===== src/rtl/pwmdc_pkg.sv =====
// constants for the pwm duty compare and clock select block
package pwmdc_pkg;
   // register byte addresses
   localparam logic [7:0] ADDR_CLK_JOIN = 8'h00;
   localparam logic [7:0] ADDR_POL_PICK = 8'h01;
   localparam logic [7:0] ADDR_SCALE = 8'h02;
   localparam logic [7:0] ADDR_ENABLE = 8'h03;
   localparam logic [7:0] ADDR_COUNTER0 = 8'h04;
   localparam logic [7:0] ADDR_PERIOD0 = 8'h08;
   localparam logic [7:0] ADDR_DUTY0 = 8'h0C;
   // clock_and_join_control fields
   localparam int JOIN_CH3_CH4_BIT = 7;
   localparam int JOIN_CH1_CH2_BIT = 6;
   localparam int CLK_A_RATE_HI_BIT = 5;
   localparam int CLK_A_RATE_LO_BIT = 4;
   localparam int CLK_B_RATE_B2_BIT = 2;
   localparam int CLK_B_RATE_B0_BIT = 0;
   // polarity / clock pick register fields
   localparam int START_LEVEL_LSB = 0;
   localparam int SCALED_PICK_LSB = 4;
   // reset values
   localparam logic [7:0] DUTY_RESET = 8'hFF;
   localparam logic [7:0] PERIOD_RESET = 8'hFF;
   localparam logic [7:0] CLK_JOIN_RESET = 8'h00;
   localparam logic [7:0] POL_PICK_RESET = 8'h00;
   localparam logic [7:0] SCALE_RESET = 8'h00;
   localparam logic [7:0] ENABLE_RESET = 8'h00;
   localparam logic [7:0] COUNTER_RESET = 8'h00;
   // prescaler geometry
   localparam int RATE_W = 3;
   localparam int PRESCALE_W = 7;
endpackage


===== src/rtl/pwmdc_rate_if.sv =====
// rate select and tick pair between the block and a prescaler
`timescale 1ns/10ps
`default_nettype none
interface pwmdc_rate_if;
   logic [pwmdc_pkg::RATE_W-1:0] rate;
   logic tick;
   modport prescale (input rate, output tick);
   modport user (output rate, input tick);
endinterface
`default_nettype wire


===== src/rtl/pwmdc_prescale.sv =====
// free running power of two prescaler giving a one cycle tick enable
`timescale 1ns/10ps
`default_nettype none
module pwmdc_prescale (
   input wire logic sys_clk,
   input wire logic rst_n,
   pwmdc_rate_if.prescale rif
);
   logic [pwmdc_pkg::PRESCALE_W-1:0] div_reg;
   logic [pwmdc_pkg::PRESCALE_W-1:0] mask;
   logic tick_reg;

   ////////////////////////////////////////////////////////////////////////
   // mask of low bits that must all be ones, rate n gives E/2^n
   always_comb begin
      mask = pwmdc_pkg::PRESCALE_W'((8'h01 << rif.rate) - 8'h01);
   end

   // divider runs freely; a rate change may shorten one tick period
   always_ff @(posedge sys_clk or negedge rst_n) begin
      if (!rst_n) begin
         div_reg <= '0;
      end else begin
         div_reg <= div_reg + 1'b1;
      end
   end

   // tick when all selected low bits are ones
   always_ff @(posedge sys_clk or negedge rst_n) begin
      if (!rst_n) begin
         tick_reg <= 1'b0;
      end else begin
         tick_reg <= ((div_reg & mask) == mask);
      end
   end

   assign rif.tick = tick_reg;
endmodule
`default_nettype wire


===== src/rtl/pwmdc_top.sv =====
// four channel pwm duty compare, pair joining and clock prescale selection
//
// Operation
// - each of four channels owns a duty register setting its duty cycle
// - buffered duty compared against channel counter; output changes on match
// - duty buffer reloads only when counter clears, by period end or write
// - duty writes accepted anytime; new value applies from next pwm cycle
// - duty register reads return last written value, not the buffer
// - duty at or above period gives no transition; start level held
// - duty zero with nonzero period holds output at the changed-to level permanently
// - join bit for channels 3/4 makes one 16-bit channel, 3 high byte
// - joined 3/4 waveform appears on channel 4 output, pin bit 3
// - join 3/4 clear means two independent 8-bit channels
// - join bit for channels 1/2 makes one 16-bit channel, 1 high byte
// - joined 1/2 waveform appears on channel 2 output, pin bit 1
// - join 1/2 clear means two independent 8-bit channels
// - clock A is a source for channels 1 and 2
// - clock A is E, E/2, E/4 or E/8 from a two bit field
// - clock B is a source for channels 3 and 4
// - clock B is E divided by 2^n, n from a three bit field
// - counter clears and new cycle begins when counter matches period buffer
// - start level high when polarity one, low when zero; flips at duty
// - each channel picks clock A/B or scaled clock by its pick bit
// - joined writes go high then low byte; no reload in between
//
// Design decisions made here: strobed register access and the address map.
`timescale 1ns/10ps
`default_nettype none
module pwmdc_top (
   input wire logic sys_clk,
   input wire logic rst_n,
   input wire logic [7:0] addr,
   input wire logic [7:0] wr_data,
   input wire logic wr_en,
   input wire logic rd_en,
   output logic [7:0] rd_data,
   output logic [3:0] pwm_out,
   output logic [3:0] pwm_oe
);
   logic [7:0] clk_join_reg;
   logic [7:0] pol_pick_reg;
   logic [7:0] scale_reg;
   logic [7:0] scale_cnt_reg;
   logic s_half_reg;
   logic s_tick_reg;
   logic [3:0] enable_reg;
   logic [7:0] cnt_reg [4];
   logic [7:0] per_reg [4];
   logic [7:0] per_buf_reg [4];
   logic [7:0] duty_reg [4];
   logic [7:0] duty_buf_reg [4];
   logic [3:0] past_reg;
   logic [1:0] pend_reg;
   logic [7:0] rd_data_reg;
   logic [3:0] out_reg;
   logic [3:0] oe_reg;
   logic [1:0] join_pair;
   logic [3:0] tick;
   logic [3:0] cnt_wr;
   logic [3:0] per_wr;
   logic [3:0] duty_wr;
   logic [15:0] cnt_v [4];
   logic [15:0] per_v [4];
   logic [15:0] duty_v [4];
   logic [3:0] hit_per;
   logic [3:0] hit_duty;
   logic [3:0] clear_ch;
   logic [3:0] reload_ok;
   logic [3:0] level;
   logic [3:0] pol;
   logic [3:0] pick;
   logic [7:0] s_next;

   pwmdc_rate_if rate_a ();
   pwmdc_rate_if rate_b ();

   ////////////////////////////////////////////////////////////////////////
   // prescaled clocks A and B from the bus clock
   assign rate_a.rate = {1'b0, clk_join_reg[pwmdc_pkg::CLK_A_RATE_HI_BIT],
                         clk_join_reg[pwmdc_pkg::CLK_A_RATE_LO_BIT]};
   assign rate_b.rate = clk_join_reg[pwmdc_pkg::CLK_B_RATE_B2_BIT:
                                     pwmdc_pkg::CLK_B_RATE_B0_BIT];

   pwmdc_prescale u_clk_a (
      .sys_clk(sys_clk),
      .rst_n(rst_n),
      .rif(rate_a)
   );

   pwmdc_prescale u_clk_b (
      .sys_clk(sys_clk),
      .rst_n(rst_n),
      .rif(rate_b)
   );

   ////////////////////////////////////////////////////////////////////////
   // decoded bus strobes
   always_comb begin
      for (int c = 0; c < 4; c++) begin
         cnt_wr[c] = wr_en && (addr == pwmdc_pkg::ADDR_COUNTER0 + 8'(c));
         per_wr[c] = wr_en && (addr == pwmdc_pkg::ADDR_PERIOD0 + 8'(c));
         duty_wr[c] = wr_en && (addr == pwmdc_pkg::ADDR_DUTY0 + 8'(c));
      end
   end

   assign join_pair = {clk_join_reg[pwmdc_pkg::JOIN_CH3_CH4_BIT],
                       clk_join_reg[pwmdc_pkg::JOIN_CH1_CH2_BIT]};
   assign pol = pol_pick_reg[pwmdc_pkg::START_LEVEL_LSB +: 4];
   assign pick = pol_pick_reg[pwmdc_pkg::SCALED_PICK_LSB +: 4];

   ////////////////////////////////////////////////////////////////////////
   // control register writes
   always_ff @(posedge sys_clk or negedge rst_n) begin
      if (!rst_n) begin
         clk_join_reg <= pwmdc_pkg::CLK_JOIN_RESET;
         pol_pick_reg <= pwmdc_pkg::POL_PICK_RESET;
         scale_reg <= pwmdc_pkg::SCALE_RESET;
         enable_reg <= pwmdc_pkg::ENABLE_RESET[3:0];
      end else if (wr_en) begin
         if (addr == pwmdc_pkg::ADDR_CLK_JOIN) begin
            clk_join_reg <= wr_data & 8'hF7; // bit 3 unused
         end
         if (addr == pwmdc_pkg::ADDR_POL_PICK) begin
            pol_pick_reg <= wr_data;
         end
         if (addr == pwmdc_pkg::ADDR_SCALE) begin
            scale_reg <= wr_data;
         end
         if (addr == pwmdc_pkg::ADDR_ENABLE) begin
            enable_reg <= wr_data[3:0];
         end
      end
   end

   // software copies of period and duty, kept apart from the buffers
   always_ff @(posedge sys_clk or negedge rst_n) begin
      if (!rst_n) begin
         for (int c = 0; c < 4; c++) begin
            per_reg[c] <= pwmdc_pkg::PERIOD_RESET;
            duty_reg[c] <= pwmdc_pkg::DUTY_RESET;
         end
      end else begin
         for (int c = 0; c < 4; c++) begin
            if (per_wr[c]) begin
               per_reg[c] <= wr_data;
            end
            if (duty_wr[c]) begin
               duty_reg[c] <= wr_data;
            end
         end
      end
   end

   ////////////////////////////////////////////////////////////////////////
   // scaled clock: A divided by scale value then by two; zero means 256
   assign s_next = scale_cnt_reg + 8'h01;

   always_ff @(posedge sys_clk or negedge rst_n) begin
      if (!rst_n) begin
         scale_cnt_reg <= 8'h00;
         s_half_reg <= 1'b0;
         s_tick_reg <= 1'b0;
      end else begin
         s_tick_reg <= 1'b0;
         if (wr_en && addr == pwmdc_pkg::ADDR_SCALE) begin
            // restart so a faster rate is not missed by a high count
            scale_cnt_reg <= 8'h00;
         end else if (rate_a.tick) begin
            if (s_next == scale_reg) begin
               scale_cnt_reg <= 8'h00;
               s_half_reg <= ~s_half_reg;
               s_tick_reg <= s_half_reg;
            end else begin
               scale_cnt_reg <= s_next;
            end
         end
      end
   end

   ////////////////////////////////////////////////////////////////////////
   // per channel clock enables
   always_comb begin
      for (int c = 0; c < 4; c++) begin
         if (pick[c]) begin
            tick[c] = enable_reg[c] && s_tick_reg;
         end else if (c < 2) begin
            tick[c] = enable_reg[c] && rate_a.tick;
         end else begin
            tick[c] = enable_reg[c] && rate_b.tick;
         end
      end
   end

   ////////////////////////////////////////////////////////////////////////
   // 16-bit views: a joined low channel sees the pair, high byte first
   always_comb begin
      for (int c = 0; c < 4; c++) begin
         if (join_pair[c / 2] && c[0]) begin
            cnt_v[c] = {cnt_reg[c - 1], cnt_reg[c]};
            per_v[c] = {per_buf_reg[c - 1], per_buf_reg[c]};
            duty_v[c] = {duty_buf_reg[c - 1], duty_buf_reg[c]};
         end else begin
            cnt_v[c] = {8'h00, cnt_reg[c]};
            per_v[c] = {8'h00, per_buf_reg[c]};
            duty_v[c] = {8'h00, duty_buf_reg[c]};
         end
         hit_per[c] = tick[c] && (cnt_v[c] == per_v[c]);
         hit_duty[c] = tick[c] && (cnt_v[c] == duty_v[c]);
      end
   end

   // clear events; a joined high channel follows its low partner
   always_comb begin
      for (int c = 0; c < 4; c++) begin
         if (join_pair[c / 2]) begin
            clear_ch[c] = hit_per[c | 1] || cnt_wr[c | 1];
            reload_ok[c] = !pend_reg[c / 2];
         end else begin
            clear_ch[c] = hit_per[c] || cnt_wr[c];
            reload_ok[c] = 1'b1;
         end
      end
   end

   ////////////////////////////////////////////////////////////////////////
   // high byte written, low byte not yet: hold the buffers
   always_ff @(posedge sys_clk or negedge rst_n) begin
      if (!rst_n) begin
         pend_reg <= 2'b00;
      end else begin
         for (int p = 0; p < 2; p++) begin
            if (duty_wr[2 * p + 1] || per_wr[2 * p + 1] || !join_pair[p]) begin
               pend_reg[p] <= 1'b0;
            end else if (duty_wr[2 * p] || per_wr[2 * p]) begin
               pend_reg[p] <= 1'b1;
            end
         end
      end
   end

   ////////////////////////////////////////////////////////////////////////
   // counters; joined pair counts as one, high byte write has no effect
   always_ff @(posedge sys_clk or negedge rst_n) begin
      if (!rst_n) begin
         for (int c = 0; c < 4; c++) begin
            cnt_reg[c] <= pwmdc_pkg::COUNTER_RESET;
         end
      end else begin
         for (int p = 0; p < 2; p++) begin
            if (join_pair[p]) begin
               if (clear_ch[2 * p + 1]) begin
                  cnt_reg[2 * p] <= 8'h00;
                  cnt_reg[2 * p + 1] <= 8'h00;
               end else if (tick[2 * p + 1]) begin
                  {cnt_reg[2 * p], cnt_reg[2 * p + 1]} <= cnt_v[2 * p + 1] + 16'h0001;
               end
            end else begin
               for (int k = 2 * p; k < 2 * p + 2; k++) begin
                  if (clear_ch[k]) begin
                     cnt_reg[k] <= 8'h00;
                  end else if (tick[k]) begin
                     cnt_reg[k] <= cnt_reg[k] + 8'h01;
                  end
               end
            end
         end
      end
   end

   // compare buffers load only when the counter clears
   always_ff @(posedge sys_clk or negedge rst_n) begin
      if (!rst_n) begin
         for (int c = 0; c < 4; c++) begin
            per_buf_reg[c] <= pwmdc_pkg::PERIOD_RESET;
            duty_buf_reg[c] <= pwmdc_pkg::DUTY_RESET;
         end
      end else begin
         for (int c = 0; c < 4; c++) begin
            if (clear_ch[c] && reload_ok[c]) begin
               per_buf_reg[c] <= per_reg[c];
               duty_buf_reg[c] <= duty_reg[c];
            end
         end
      end
   end

   ////////////////////////////////////////////////////////////////////////
   // duty match seen this cycle; cleared at every new cycle
   always_ff @(posedge sys_clk or negedge rst_n) begin
      if (!rst_n) begin
         past_reg <= 4'h0;
      end else begin
         for (int c = 0; c < 4; c++) begin
            if (clear_ch[c]) begin
               past_reg[c] <= 1'b0;
            end else if (hit_duty[c]) begin
               past_reg[c] <= 1'b1;
            end
         end
      end
   end

   // level with boundary cases; joined pair takes low channel settings
   always_comb begin
      for (int c = 0; c < 4; c++) begin
         if (per_v[c] == 16'h0000) begin
            level[c] = pol[c];
         end else if (duty_v[c] == 16'h0000) begin
            level[c] = ~pol[c];
         end else if (duty_v[c] >= per_v[c]) begin
            level[c] = pol[c];
         end else begin
            level[c] = past_reg[c] ? ~pol[c] : pol[c];
         end
      end
   end

   ////////////////////////////////////////////////////////////////////////
   // port lines: joined output on the low channel pin, high pin idle
   always_ff @(posedge sys_clk or negedge rst_n) begin
      if (!rst_n) begin
         out_reg <= 4'h0;
         oe_reg <= 4'h0;
      end else begin
         for (int c = 0; c < 4; c++) begin
            if (join_pair[c / 2] && !c[0]) begin
               out_reg[c] <= pol[c];
               oe_reg[c] <= 1'b0;
            end else begin
               out_reg[c] <= level[c];
               oe_reg[c] <= enable_reg[c];
            end
         end
      end
   end

   ////////////////////////////////////////////////////////////////////////
   // read data in the cycle after the strobe only
   always_ff @(posedge sys_clk or negedge rst_n) begin
      if (!rst_n) begin
         rd_data_reg <= 8'h00;
      end else if (!rd_en) begin
         rd_data_reg <= 8'h00;
      end else if (addr == pwmdc_pkg::ADDR_CLK_JOIN) begin
         rd_data_reg <= clk_join_reg;
      end else if (addr == pwmdc_pkg::ADDR_POL_PICK) begin
         rd_data_reg <= pol_pick_reg;
      end else if (addr == pwmdc_pkg::ADDR_SCALE) begin
         rd_data_reg <= scale_reg;
      end else if (addr == pwmdc_pkg::ADDR_ENABLE) begin
         rd_data_reg <= {4'h0, enable_reg};
      end else if (addr[7:2] == pwmdc_pkg::ADDR_COUNTER0[7:2]) begin
         rd_data_reg <= cnt_reg[addr[1:0]];
      end else if (addr[7:2] == pwmdc_pkg::ADDR_PERIOD0[7:2]) begin
         rd_data_reg <= per_reg[addr[1:0]];
      end else if (addr[7:2] == pwmdc_pkg::ADDR_DUTY0[7:2]) begin
         rd_data_reg <= duty_reg[addr[1:0]];
      end else begin
         rd_data_reg <= 8'h00; // unmapped reads as zero
      end
   end

   assign rd_data = rd_data_reg;
   assign pwm_out = out_reg;
   assign pwm_oe = oe_reg;
endmodule
`default_nettype wire


===== config.mk =====
export PLATFORM = sky130hd
export DESIGN_NAME = pwmdc_top
export DESIGN_NICKNAME = d
export VERILOG_FILES = /design/src/rtl/pwmdc_pkg.sv /design/src/rtl/pwmdc_rate_if.sv /design/src/rtl/pwmdc_prescale.sv /design/src/rtl/pwmdc_top.sv
export SDC_FILE = /design/constraint.sdc
export NUM_CORES = 1
export LEC_CHECK = 0
export BUFFER_PORTS_ARGS = -buffer_cell sky130_fd_sc_hd__buf_2
export CORE_ASPECT_RATIO = 1.5
export CORE_MARGIN = 5
export CORE_UTILIZATION = 50
export CTS_CLUSTER_DIAMETER = 100
export DETAILED_ROUTE_END_ITERATION = 10
export PLACE_DENSITY = 0.65
export SLEW_MARGIN = 20
export SYNTH_ARGS = -nofsm -noshare
export SYNTH_HDL_FRONTEND = slang
export SYNTH_SLANG_ARGS = --single-unit
export TNS_END_PERCENT = 30

===== constraint.sdc =====
create_clock -name sys_clk -period 3.5 [get_ports sys_clk]
set_clock_uncertainty 0.15 [all_clocks]
set_input_delay 0.175 -clock sys_clk [delete_from_list [all_inputs] [get_ports sys_clk]]
set_output_delay 0.175 -clock sys_clk [all_outputs]
set_load 0.005 [all_outputs]

Word-level counts from Yosys, hierarchy flattened

Cells that the tools add are included.

Bits in registers: 235
Input port bits: 20
Output and inout bits: 16

Bitwise operators: 9
Reductions and logical operators: 74
Add/subtract/negate cells: 11
Shifts and indexed selects: 2
Equal/unequal tests: 31
Muxes and demuxes: 83
Magnitude comparators: 5

Operators with widths:

| cell                                             | number |
|---|---|
| 2-to-1 mux 8 bit                                 | 25 |
| 2-to-1 mux 16 bit                                | 12 |
| zero test 16 bit                                 | 8 |
| == test 16 bit                                   | 4 |
| == test 8 x 4 -> 1 bit, second input constant    | 8 |
| binary-select mux 8 bit (select 2 bit)           | 3 |
| 2-to-1 mux 1 bit                                 | 43 |
| adder 8 x 1 -> 8 bit, second input constant      | 5 |
| == test 8 bit                                    | 5 |
| logical AND 1 bit                                | 33 |
| adder 16 x 1 -> 16 bit, second input constant    | 2 |
| == test 8 x 3 -> 1 bit, second input constant    | 4 |
| greater-or-equal comparator 16 bit               | 2 |
| nonzero test 2 bit                               | 9 |
| == test 8 x 2 -> 1 bit, second input constant    | 2 |
| greater-or-equal comparator 8 bit                | 2 |
| adder 7 x 1 -> 7 bit, second input constant      | 2 |
| AND 7 bit                                        | 2 |
| == test 7 bit                                    | 2 |
| subtractor 7 x 1 -> 7 bit, second input constant | 2 |
| == test 6 x 2 -> 1 bit, second input constant    | 2 |
| AND reduction 2 bit                              | 6 |
| logical OR 1 bit                                 | 10 |
| == test 8 x 1 -> 1 bit, second input constant    | 1 |
| other kinds (11)                                 | 21 |

Logic depth before layout (Yosys ltp)

Gate-level depths: netlist of run 1.

Word-level depth: 12
Mapped depth: 11
Mapped depth without buffers: 8

Modules after synthesis

A second synthesis of run 1 with hierarchy kept.

Cell total of the unflattened synthesis: 1248
Area total of the unflattened synthesis: 13830.8 µm²

Modules (own cells, without submodules):

| module         | area each (µm²) | instances | cells an instance | sequential area each (µm²) |
|---|---|---|---|---|
| pwmdc_top      | 13130.1         | 1         | 1190              | 5640.4 |
| pwmdc_prescale | 350.3           | 2         | 29                | 200.2 |

Least setup slack after synthesis of run 1

Ideal clock, no wire load.

Path type: reg2reg
From: register clk_join_reg[7]
To: register out_reg[3] (netlist: pwm_out[3])
Required time: 3.223 ns
Clock period less this slack: 2.652 ns
Library setup time: 0.127 ns
Arrival: 2.374 ns
Cell stages (with the launch flop): 12
Buffers on the path: 3
Path slack: 0.848 ns
Path through: dfrtp_1 -> buf_1 -> clkbuf_1 -> clkbuf_1 -> nand2_1 -> ha_1 -> a21o_1 -> a21oi_1 -> nand2_1 -> a211oi_1 -> o31ai_1 -> xnor2_1

Word-level cells in the longest chain between the ends: 5
Elaborated cells on any way between the ends: 8
Those cells by class: 1 x order compare; 5 x mux; 2 x reduce/logical

Ends and longest elaborated chain:

| what                               | line             | source |
|---|---|---|
| start, declared                    | pwmdc_top.sv:40  | `logic [7:0] clk_join_reg;` |
| start signal, assigned             | pwmdc_top.sv:115 | `clk_join_reg <= pwmdc_pkg::CLK_JOIN_RESET;` |
| start signal, assigned             | pwmdc_top.sv:121 | `clk_join_reg <= wr_data & 8'hF7;` |
| 2-to-1 mux 16 bit                  | pwmdc_top.sv:198 | `if (join_pair[c / 2] && c[0]) begin` |
| greater-or-equal comparator 16 bit | pwmdc_top.sv:310 | `end else if (duty_v[c] >= per_v[c]) begin` |
| 2-to-1 mux 1 bit                   | pwmdc_top.sv:310 |  |
| 2-to-1 mux 1 bit                   | pwmdc_top.sv:308 | `end else if (duty_v[c] == 16'h0000) begin` |
| 2-to-1 mux 1 bit *                 | pwmdc_top.sv:306 | `if (per_v[c] == 16'h0000) begin` |
| via level[3]                       | pwmdc_top.sv:69  | `logic [3:0] level;` |
| end signal, assigned by index      | pwmdc_top.sv:327 | `out_reg[c] <= pol[c];` |
| end signal, assigned by index      | pwmdc_top.sv:330 | `out_reg[c] <= level[c];` |
| end, declared                      | pwmdc_top.sv:55  | `logic [3:0] out_reg;` |

The timed path passes the listed nets; every way through them passes the cells marked *.
A chain may end at the register's enable or synchronous reset.

Worst setup path in the final report of run 1

From: input port addr[6]
To: register cnt_reg[11] in the netlist's numbering

Word-level cells in the longest chain between the ends: 6
Elaborated cells on any way between the ends: 13
Those cells by class: 3 x eq/ne; 4 x mux; 6 x reduce/logical

Ends and longest elaborated chain:

| what                                                                      | line                               | source |
|---|---|---|
| start, declared                                                           | pwmdc_top.sv:32                    | `input wire logic [7:0] addr,` |
| == test 8 x 3 -> 1 bit                                                    | pwmdc_top.sv:100                   | `cnt_wr[c] = wr_en && (addr == pwmdc_pkg::ADDR_COUNTER0 + 8'(c));` |
| logical AND 1 bit                                                         | pwmdc_top.sv:100                   |  |
| logical OR 1 bit (on tied branches)                                       | pwmdc_top.sv:219, pwmdc_top.sv:216 |  |
| 2-to-1 mux 1 bit                                                          | pwmdc_top.sv:215                   | `if (join_pair[c / 2]) begin` |
| nonzero test 3 bit (no line) / 2-to-1 mux 8 bit (equally long branches)   | --                                 |  |
| AND reduction 2 bit (no line) / 2-to-1 mux 16 bit (equally long branches) | --                                 |  |
| end signal, assigned by index                                             | pwmdc_top.sv:246                   | `cnt_reg[c] <= pwmdc_pkg::COUNTER_RESET;` |
| end signal, assigned by index                                             | pwmdc_top.sv:255                   | `{cnt_reg[2 * p], cnt_reg[2 * p + 1]} <= cnt_v[2 * p + 1] + 16'h0001;` |
| end signal, assigned by index                                             | pwmdc_top.sv:262                   | `cnt_reg[k] <= cnt_reg[k] + 8'h01;` |
| end, declared                                                             | pwmdc_top.sv:47                    | `logic [7:0] cnt_reg [4];` |

Parallel ways exist; a longest one is shown, timed or not.

==> results of run 1 <==
==> path summary, 6_finish.rpt <==
path / start / end / slack [ns] / cells past startpoint
worst max-delay path: addr[6] / cnt_reg[11]$_DFFE_PN0P_ / 0.57 / 10
worst max register to register: clk_join_reg[6]$_DFFE_PN0P_ / pwm_out[1]$_DFF_PN0_ / 0.69 / 8
worst min register to register: u_clk_a.div_reg[0]$_DFF_PN0_ / u_clk_a.div_reg[0]$_DFF_PN0_ / 0.31 / 1
min in group asynchronous: rst_n / scale_cnt_reg[3]$_DFFE_PN0P_ / 0.09 / 2
worst min-delay path: addr[2] / rd_data[2]$_DFF_PN0_ / 0.07 / 3
max in group asynchronous: rst_n / per_reg[10]$_DFFE_PN1P_ / 2.17 / 3
==> cell type report <==
class | instances | area, sq um
Timing Repair Buffer | 79 | 558.0
Tap cell | 342 | 427.9
Clock inverter | 16 | 221.5
Clock buffer | 30 | 664.4
Fill cell | 2385 | 11850
Sequential cell | 231 | 5941
Inverter | 52 | 195.2
Multi-Input combinational cell | 893 | 7272
==> where the power goes <==
group	internal [mW]	switching [mW]	total [mW]
Sequential	2.99	0.553	3.54
Clock	1.67	1.16	2.84
Combinational	0.824	0.931	1.75
==> through the flow <==
stage / std cells / hold slack, ns / power, mW
after CTS: 1643 / 0.02960 / 8.177
after detailed placement: 1585 / 0.09903 / 5.309
after floorplan: 1249 / -0.2706 / 4.684
after global placement: 1585 / 0.09619 / 5.270
final: 1643 / 0.06536 / 8.132
after global routing: 1643 / 0.06112 / 8.497
==> kinds of logic after synthesis <==
kind of cell,share of synthesized area
compound gates,0.09769
fa+ha+maj,0.05016
xor+xnor,0.06001
mux,0.1810
buf+inv,0.03730
flops,0.4331
simple gates,0.1407
==> tightest hold or removal path: cells and delay by family <==
family,cells,cell delay [ns]
AO/OA/AOI/OAI,1,0.17
buffers and inverters,2,0.36
==> routing by layer <==
layer | wire, um | part of all wire | vias up | track usage
li1 | - | - | 4624 | -
met1 | 15310 | 0.38 | 5195 | 0.3049
met2 | 20660 | 0.51 | 352 | 0.4659
met3 | 1597 | 0.039 | 119 | 0.02399
met4 | 2877 | 0.071 | 0 | 0.1645
met5 | 0 | 0 | - | 0
==> placed cells by master (no fill, tap or decap), types with 16 or more instances in the layout <==
cell type and n:
inv_1 52, a21oi_1 34, buf_4 31, mux4_2 26
dfrtp_1 103, nand3_1 42, mux2_2 157, a211oi_1 16
o21ai_0 28, and2_1 30, nor4_1 27, xnor2_1 60
and3_1 19, nand2_1 106, clkbuf_16 25, nand4_1 25
dfstp_2 128, buf_2 34, ha_1 55, nor2_1 46
xor2_1 34
==> results_dict.tcl, run 1 <==
set metrics [dict create \
    status "completed" \
    period_share 0.8376 \
    crit_required_ns 3.84 \
    grt-ovfl-total 0 \
    clk_latency_ns 0.55 \
    seq_area_frac_synth 0.4331 \
    cts_tree "built" \
    setup_viol 0 \
    final_nets 1357 \
    critPathMaxFanout 13 \
    ant_nets 0 \
    cts_max_level 1 \
    place_congestion 0.9618 \
    antenna_found_initial 0 \
    synth-seq-cells 231 \
    drtIter0Drc 613 \
    end_kind "register" \
    grt_setup_unrepaired "no" \
    cp_data_arrival_time_ns 3.27 \
    slew_headroom 0.3885 \
    critPathLaunchType "input pin" \
    portBuffers 35 \
    layout_min_cycle_time_ns 2.932 \
    grt_pass1_vias 10435 \
    synthDistinctLibCells 69 \
    io-pin-count 36 \
    fin_util 0.5632 \
    critical_path_class "in -> reg" \
    clock-sinks 231 \
    synthCells 1249 \
    cts_max_path_buffers 3 \
    leakage_nw 6.485 \
    initial_core_util 0.5057 \
    synthTopCellsByCount "157 x mux2_2, 128 x dfstp_2, 106 x nand2_1" \
    wirelength_mm 40.44 \
    synth_edf_count 0 \
    dpl.hpwl_mm 30.86 \
    die_y_um 212.9 \
    grt_start_max_net_pins 94 \
    cts_buffers 25 \
    routed-via-count 10290 \
    synth_area_leaders "dfstp_2 25%, dfrtp_1 19%, mux2_2 13%" \
    area_delta_synth_final_pct 11.38 \
    final_hold_viol_count 0 \
    clk_pin_slew_ns 0.06 \
    cp_slowest_cell "dlygate4sd3_1" \
    pre_cts_slack_ns 0.6498 \
    ys_warn_count 0 \
    power_density_nw_per_um2 532.2 \
    row_count 74 \
    max_cap_viol_count 0 \
    grt_pass1_wl_mm 62.92 \
    path_common_cell "dlygate4sd3_1" \
    cts_setup_buffers 0 \
    hp-class "in -> reg" \
    drc 0 \
    crit_chain "dlygate4sd3_1 -> buf_2 -> nor4_2 -> dlygate4sd3_1 -> buf_4 -> nand3_1 -> a32o_1 -> or4_1 -> a21boi_0 -> a211o_1" \
    ys.flop_type "dfstp_2" \
    fp.dieArea_sq_um 30920 \
    synth.avg_cell_area_sq_um 10.98 \
    synthArstFlopShare 1.000 \
    cts_root_buf "clkbuf_16" \
    track_usage 0.2619 \
    yosys.cell_count.top_type "mux2_2" \
    final.setup.tns_ns 0 \
    placed_area_sq_um 14270 \
    max_freq_mhz 341.1 \
    core_area_sq_um 27130 \
    synth.largest_area_cell "dfstp_2" \
    diodes 0 \
    setup_ws_ns 0.5683 \
    wl_per_cell_um 24.62 \
    worst_slew_pin_slew_ns 0.9173 \
    synth_nets 1324 \
    irDropWorstVdd_mv 0.3763 \
    postCtsResizedCells 0 \
    slew_viol_final 0 \
    fp.dieW_um 145.2 \
    path_delay_family "buffers and inverters" \
    via_per_inst 6.263 \
    path_buf_inv 4 \
    hold_buffers 12 \
    stdcell_area_sq_um 15280 \
    drive_above_1_share 0.3405 \
    max_stage_delay_ns 0.58 \
    yosys.area.top_type_share 0.2452 \
    syn_area_sq_um 13720 \
    firstDrtPassIters 5 \
]
Note: power is estimated with default switching activity, not from simulation.
==> inputs of run 2 (changes only) <==
PLACE_DENSITY = 0.68   (was 0.65)
clock period = 2.55 ns   (was 3.5 ns; I/O delays follow)
==> run 2 against run 1 <==
First-iteration DRC count increased by 8.3%. Die area unchanged. Clock power increased by 29%. Worst setup slack got worse by 0.50 ns. Worst hold slack got worse by 0.043 ns. Sequential share of layout area decreased by 0.99 points. Utilization increased by 1.5 points. Final area increased by 2.7%. Register-to-register slack got worse by 0.62 ns. Via count increased by 1.5%. Routed wire length increased by 1.2%. Sequential cell count unchanged. Largest cell class unchanged. Largest power group unchanged.
==> results_dict.tcl, run 2 (same netlist as run 1, synthesis figures left out) <==
set metrics [dict create \
    p_int_mw 7.506 \
    drive_above_1_share 0.3701 \
    cts_root_buf "clkbuf_16" \
    worst_slew_pin_slew_ns 0.6556 \
    fill_cells 2264 \
    layout_common_cells "157 x mux2_2, 128 x dfstp_2, 106 x nand2_1" \
    cp_data_arrival_time_ns 2.75 \
    initial_core_util 0.5057 \
    end_kind "register" \
    status "completed" \
    grt_pass1_vias 10682 \
    max_stage_delay_ns 0.58 \
    final_hold_viol_count 0 \
    max_freq_mhz 403.2 \
    setup_viol 0 \
    switching_share 0.3248 \
    cp_slowest_cell "dfstp_2" \
    fp.dieW_um 145.2 \
    r2r_cells 8 \
    area_delta_synth_final_pct 14.37 \
    die_y_um 212.9 \
    p_seq_frac 0.428 \
    firstDrtPassIters 6 \
    via_per_inst 6.169 \
    crit_required_ns 2.82 \
    whs_ns 0.02268 \
    dpl.hpwl_mm 31.09 \
    p_sw_mw 3.611 \
    portBuffers 35 \
    slew_viol_final 0 \
    cts_max_level 1 \
    wirelength_mm 40.92 \
    rrSetupSlack_ns 0.07 \
    crit_end "pwm_out[3]$_DFF_PN0_" \
    cts_max_path_buffers 3 \
    critPathLaunchType "register" \
    antenna_found_initial 0 \
    crit_chain "inv_1 -> ha_1 -> a2111oi_0 -> o21ai_1 -> buf_4 -> a211oi_1 -> o31ai_1 -> xnor2_1" \
    clk_latency_ns 0.55 \
    track_usage 0.2620 \
    final_nets 1408 \
    critical_path_class "reg -> reg" \
    power_density_nw_per_um2 708.6 \
    hp-class "in -> async" \
    max_cap_viol_count 0 \
    cts_tree "built" \
    drc 0 \
    reg2reg_from "per_buf_reg[3]$_DFFE_PN1P_" \
    critPathMaxFanout 4 \
    routed-via-count 10444 \
    period_share 0.9726 \
    leakage_nw 6.738 \
    mostFrequentLayoutCell "mux2_2" \
    clock-sinks 231 \
    ant_nets 0 \
    place_congestion 0.9547 \
    final.setup.tns_ns 0 \
    drtIter0Drc 664 \
    grt_pass1_wl_mm 63.08 \
    layout_min_cycle_time_ns 2.480 \
    fp.dieArea_sq_um 30920 \
    diodes 0 \
    grt_setup_unrepaired "no" \
    wl_per_cell_um 24.17 \
    cts_buffers 24 \
    grt-ovfl-total 0 \
    row_count 74 \
    grt_start_max_net_pins 79 \
    clkPwrFrac 0.329 \
    io-pin-count 36 \
    clk_pin_slew_ns 0.07 \
    irDropWorstVdd_mv 0.7133 \
    worstReg2RegEnd "pwm_out[3]$_DFF_PN0_" \
    p_comb_frac 0.243 \
    worstSetupStartpoint "per_buf_reg[3]$_DFFE_PN1P_" \
    core_area_sq_um 27130 \
    slew_headroom 0.5629 \
]
## run 2: cell type report
class / instances / area [sq um] / area share
tap: 342 / 427.9 / 0.02727
inverter: 52 / 195.2 / 0.01244
multi-input combinational: 893 / 7296 / 0.4650
clock buffer: 36 / 747.0 / 0.04761
timing repair buffer: 131 / 998.5 / 0.06364
clock inverter: 8 / 81.33 / 0.005183
sequential: 231 / 5944 / 0.3789
## run 2: through the flow
stage                     setup WS, ns  instance area, sq um    util  cells  power, mW
after floorplan               -0.07086                 13720       -   1249      6.429
after global placement       -0.007471                 14710  0.5424   1637      7.406
after detailed placement       0.01915                 14710  0.5424   1637      7.457
after CTS                     0.003049                 15660  0.5773   1693      11.16
after global routing           0.01633                 15690  0.5784   1693      11.63
final                          0.06976                 15690  0.5784   1693      11.12
## run 2: worst min-delay path by stage
| stage | from | to | slack (ns) | cells past startpoint |
|---|---|---|---|---|
| 4_1_cts | addr[6] | rd_data[2]$_DFF_PN0_ | 0.03 | 6 |
| 3_5_place_dp | rst_n | u_clk_b.div_reg[2]$_DFF_PN0_ | 0.02 | 1 |
| 3_3_place_gp | rst_n | scale_reg[2]$_DFFE_PN0P_ | 0.01 | 1 |
| 2_1_floorplan | rst_n | clk_join_reg[0]$_DFFE_PN0P_ | -0.32 | 0 |
| 5_1_grt | addr[6] | rd_data[2]$_DFF_PN0_ | 0.06 | 6 |
| 6_report | rst_n | scale_reg[2]$_DFFE_PN0P_ | 0.02 | 2 |
## run 2: power groups by stage
| stage | combinational, mW | clock, mW | sequential, mW |
|---|---|---|---|
| global route | 2.96 | 3.86 | 4.80 |
| floorplan | 2.03 | 0 | 4.40 |
| CTS | 2.68 | 3.73 | 4.75 |
| global placement | 2.60 | 0 | 4.80 |
| finish | 2.70 | 3.66 | 4.76 |
| detailed placement | 2.65 | 0 | 4.80 |
## run 2: layer usage
metal  global-route usage  vias up  share of wire
li1                     -     4706              -
met1               0.2951     5249           0.37
met2               0.4685      347           0.51
met3              0.03291      142          0.044
met4               0.1690        0          0.072
met5                    0        -              0
## run 2: worst max-delay path, delay by kind of cell (launching register included)
family,cells,cell delay (ns)
adders and majority gates,1,0.30
DFF,1,0.58
buffers and inverters,2,0.25
xor gates and xnor gates,1,0.14
AOI/OAI and AO/OA,4,0.94
## run 2: timing repair
item | in CTS | in global routing
setup endpoints to repair | 0 | 24
buffers inserted | 0 | 0
hold buffers | 12 | 0
resized for setup | 0 | 11
endpoints found under the hold margin | 242 | 0
==> inputs of run 3 (changes only) <==
==> constraint.sdc (replaced) <==
create_clock -name sys_clk -period 2.55 [get_ports sys_clk]
set_clock_uncertainty 0.15 [all_clocks]
set_input_delay 0.3825 -clock sys_clk [delete_from_list [all_inputs] [get_ports sys_clk]]
set_output_delay 0.3825 -clock sys_clk [all_outputs]
set_load 0.005 [all_outputs]
==> run 3 against run 2 <==
Register-to-register slack better by 0.04 ns. Non-clock buffer count up 10. Highest routed layer is now met5. Final cell count grew 0.47%. Die area did not move. Critical path type unchanged. Critical endpoint is now scale_cnt_reg[6]$_DFFE_PN0P_. Via count increased by 0.72%. Combinational power up 4%. Sequential power is 1% lower. Sequential cell count stayed put. Global-route usage hardly changed.
==> results_dict.tcl, run 3 (same netlist as run 1, synthesis figures left out) <==
set metrics [dict create \
    status "completed" \
    row_count 74 \
    whs_path_depth 3 \
    layout_common_cells "157 x mux2_2, 128 x dfstp_2, 106 x nand2_1" \
    antenna_found_initial 1 \
    final_hold_viol_count 0 \
    layout_min_cycle_time_ns 2.435 \
    max_freq_mhz 410.6 \
    critical_path_class "reg -> reg" \
    ant_nets 0 \
    clock-sinks 231 \
    portBuffers 35 \
    cts_buffers 23 \
    clk_latency_ns 0.54 \
    end_kind "register" \
    power_density_nw_per_um2 695.4 \
    fp.dieW_um 145.2 \
    crit_chain "ha_2 -> and3_1 -> a21oi_1 -> o31a_1 -> o221ai_2 -> or4b_1 -> o31ai_1" \
    die_y_um 212.9 \
    grt_start_max_net_pins 60 \
    via_per_inst 6.184 \
    hp-class "in -> reg" \
    area_delta_synth_final_pct 14.06 \
    leakage_nw 6.749 \
    cts_tree "built" \
    routed-via-count 10519 \
    grt_pass1_wl_mm 63.03 \
    r2r_cells 7 \
    cp_slowest_cell "dfrtp_1" \
    grt-ovfl-total 0 \
    placed_area_sq_um 14890 \
    setup_viol 0 \
    crit_required_ns 2.84 \
    drc 0 \
    worstHoldStart "wr_data[5]" \
    worstReg2RegEnd "scale_cnt_reg[6]$_DFFE_PN0P_" \
    max_stage_delay_ns 0.48 \
    initial_core_util 0.5057 \
    fin_util 0.5767 \
    max_cap_viol_count 0 \
    critPathLaunchType "register" \
    slew_viol_final 0 \
    clk_pin_slew_ns 0.07 \
    grt_pass1_vias 10532 \
    io-pin-count 36 \
    reg2reg_from "scale_cnt_reg[0]$_DFFE_PN0P_" \
    drtIter0Drc 706 \
    cts_root_buf "clkbuf_16" \
    mostFrequentLayoutCell "mux2_2" \
    final.setup.tns_ns 0 \
    irDropWorstVdd_mv 0.5508 \
    dpl.hpwl_mm 31.33 \
    drive_above_1_share 0.3738 \
    cts_max_level 1 \
    power.total_mw 10.88 \
    worst_slew_pin_slew_ns 0.7472 \
    wl_per_cell_um 23.96 \
    grt_setup_unrepaired "no" \
    wirelength_mm 40.76 \
    fp.dieArea_sq_um 30920 \
    final_nets 1417 \
    whs_ns 0.09111 \
    path_delay_family "compound AO/OA/AOI/OAI gates" \
    firstDrtPassIters 7 \
    place_congestion 0.9545 \
    diodes 0 \
    cts_max_path_buffers 3 \
    period_share 0.9551 \
    path_buf_inv 0 \
    track_usage 0.2622 \
    cp_data_arrival_time_ns 2.73 \
    core_area_sq_um 27130 \
    slew_headroom 0.4973 \
    critPathMaxFanout 7 \
    hold_end "scale_reg[5]$_DFFE_PN0P_" \
    rrSetupSlack_ns 0.11 \
    stdcell_area_sq_um 15650 \
    worst-path-stages 7 \
]
run 3: how the worst max path moves through the flow:
| stage | start | to |
|---|---|---|
| 6_report | scale_cnt_reg[0]$_DFFE_PN0P_ | scale_cnt_reg[6]$_DFFE_PN0P_ |
| 5_1_grt | per_buf_reg[30]$_DFFE_PN1P_ | cnt_reg[29]$_DFFE_PN0P_ |
| 4_1_cts | scale_cnt_reg[0]$_DFFE_PN0P_ | scale_cnt_reg[5]$_DFFE_PN0P_ |
| 3_5_place_dp | scale_cnt_reg[0]$_DFFE_PN0P_ | scale_cnt_reg[5]$_DFFE_PN0P_ |
| 3_3_place_gp | addr[1] | duty_buf_reg[4]$_DFFE_PN1P_ |
| 2_1_floorplan | clk_join_reg[6]$_DFFE_PN0P_ | pwm_out[1]$_DFF_PN0_ |
run 3: worst reg2reg max path: cells and delay by family (launching register included):
family	cells	cell delay [ns]
AND/OR/NAND/NOR	2	0.71
AO/OA/AOI/OAI	4	0.73
flip-flops	1	0.48
adder cells (fa/ha/maj)	1	0.28
run 3: power by group:
group          internal (mW)  switching [mW]
logic                   1.33            1.48
clock network           1.87            1.48
registers               4.10           0.607
total                   7.31            3.57
run 3: timing repair:
action,CTS,global route
hold buffers,2,0
hold endpoints to repair,78,0
gates resized for setup,0,5
setup buffers,0,0
endpoints found under the setup margin,0,21
run 3: per-layer routing:
metal / track usage / routed length, um
met1: 0.3038 / 15660
met2: 0.4646 / 20610
met3: 0.03588 / 1757
met4: 0.1535 / 2709
met5: 0 / 15
run 3: final cells by class:
| class | count | area, sq um |
|---|---|---|
| Multi-Input combinational cell | 893 | 7288 |
| Tap cell | 342 | 427.9 |
| Clock buffer | 35 | 650.6 |
| Fill cell | 2316 | 11480 |
| Inverter | 52 | 195.2 |
| Sequential cell | 231 | 5942 |
| Timing Repair Buffer | 141 | 1074 |
| Clock inverter | 7 | 68.82 |
run 3: per-stage QoR:
step / instances / setup WS [ns]
floorplan: 1249 / -0.07086
global placement: 1657 / 0.05491
detailed placement: 1657 / 0.03164
CTS: 1701 / 0.05562
global route: 1701 / 0.01083
finish: 1701 / 0.1145
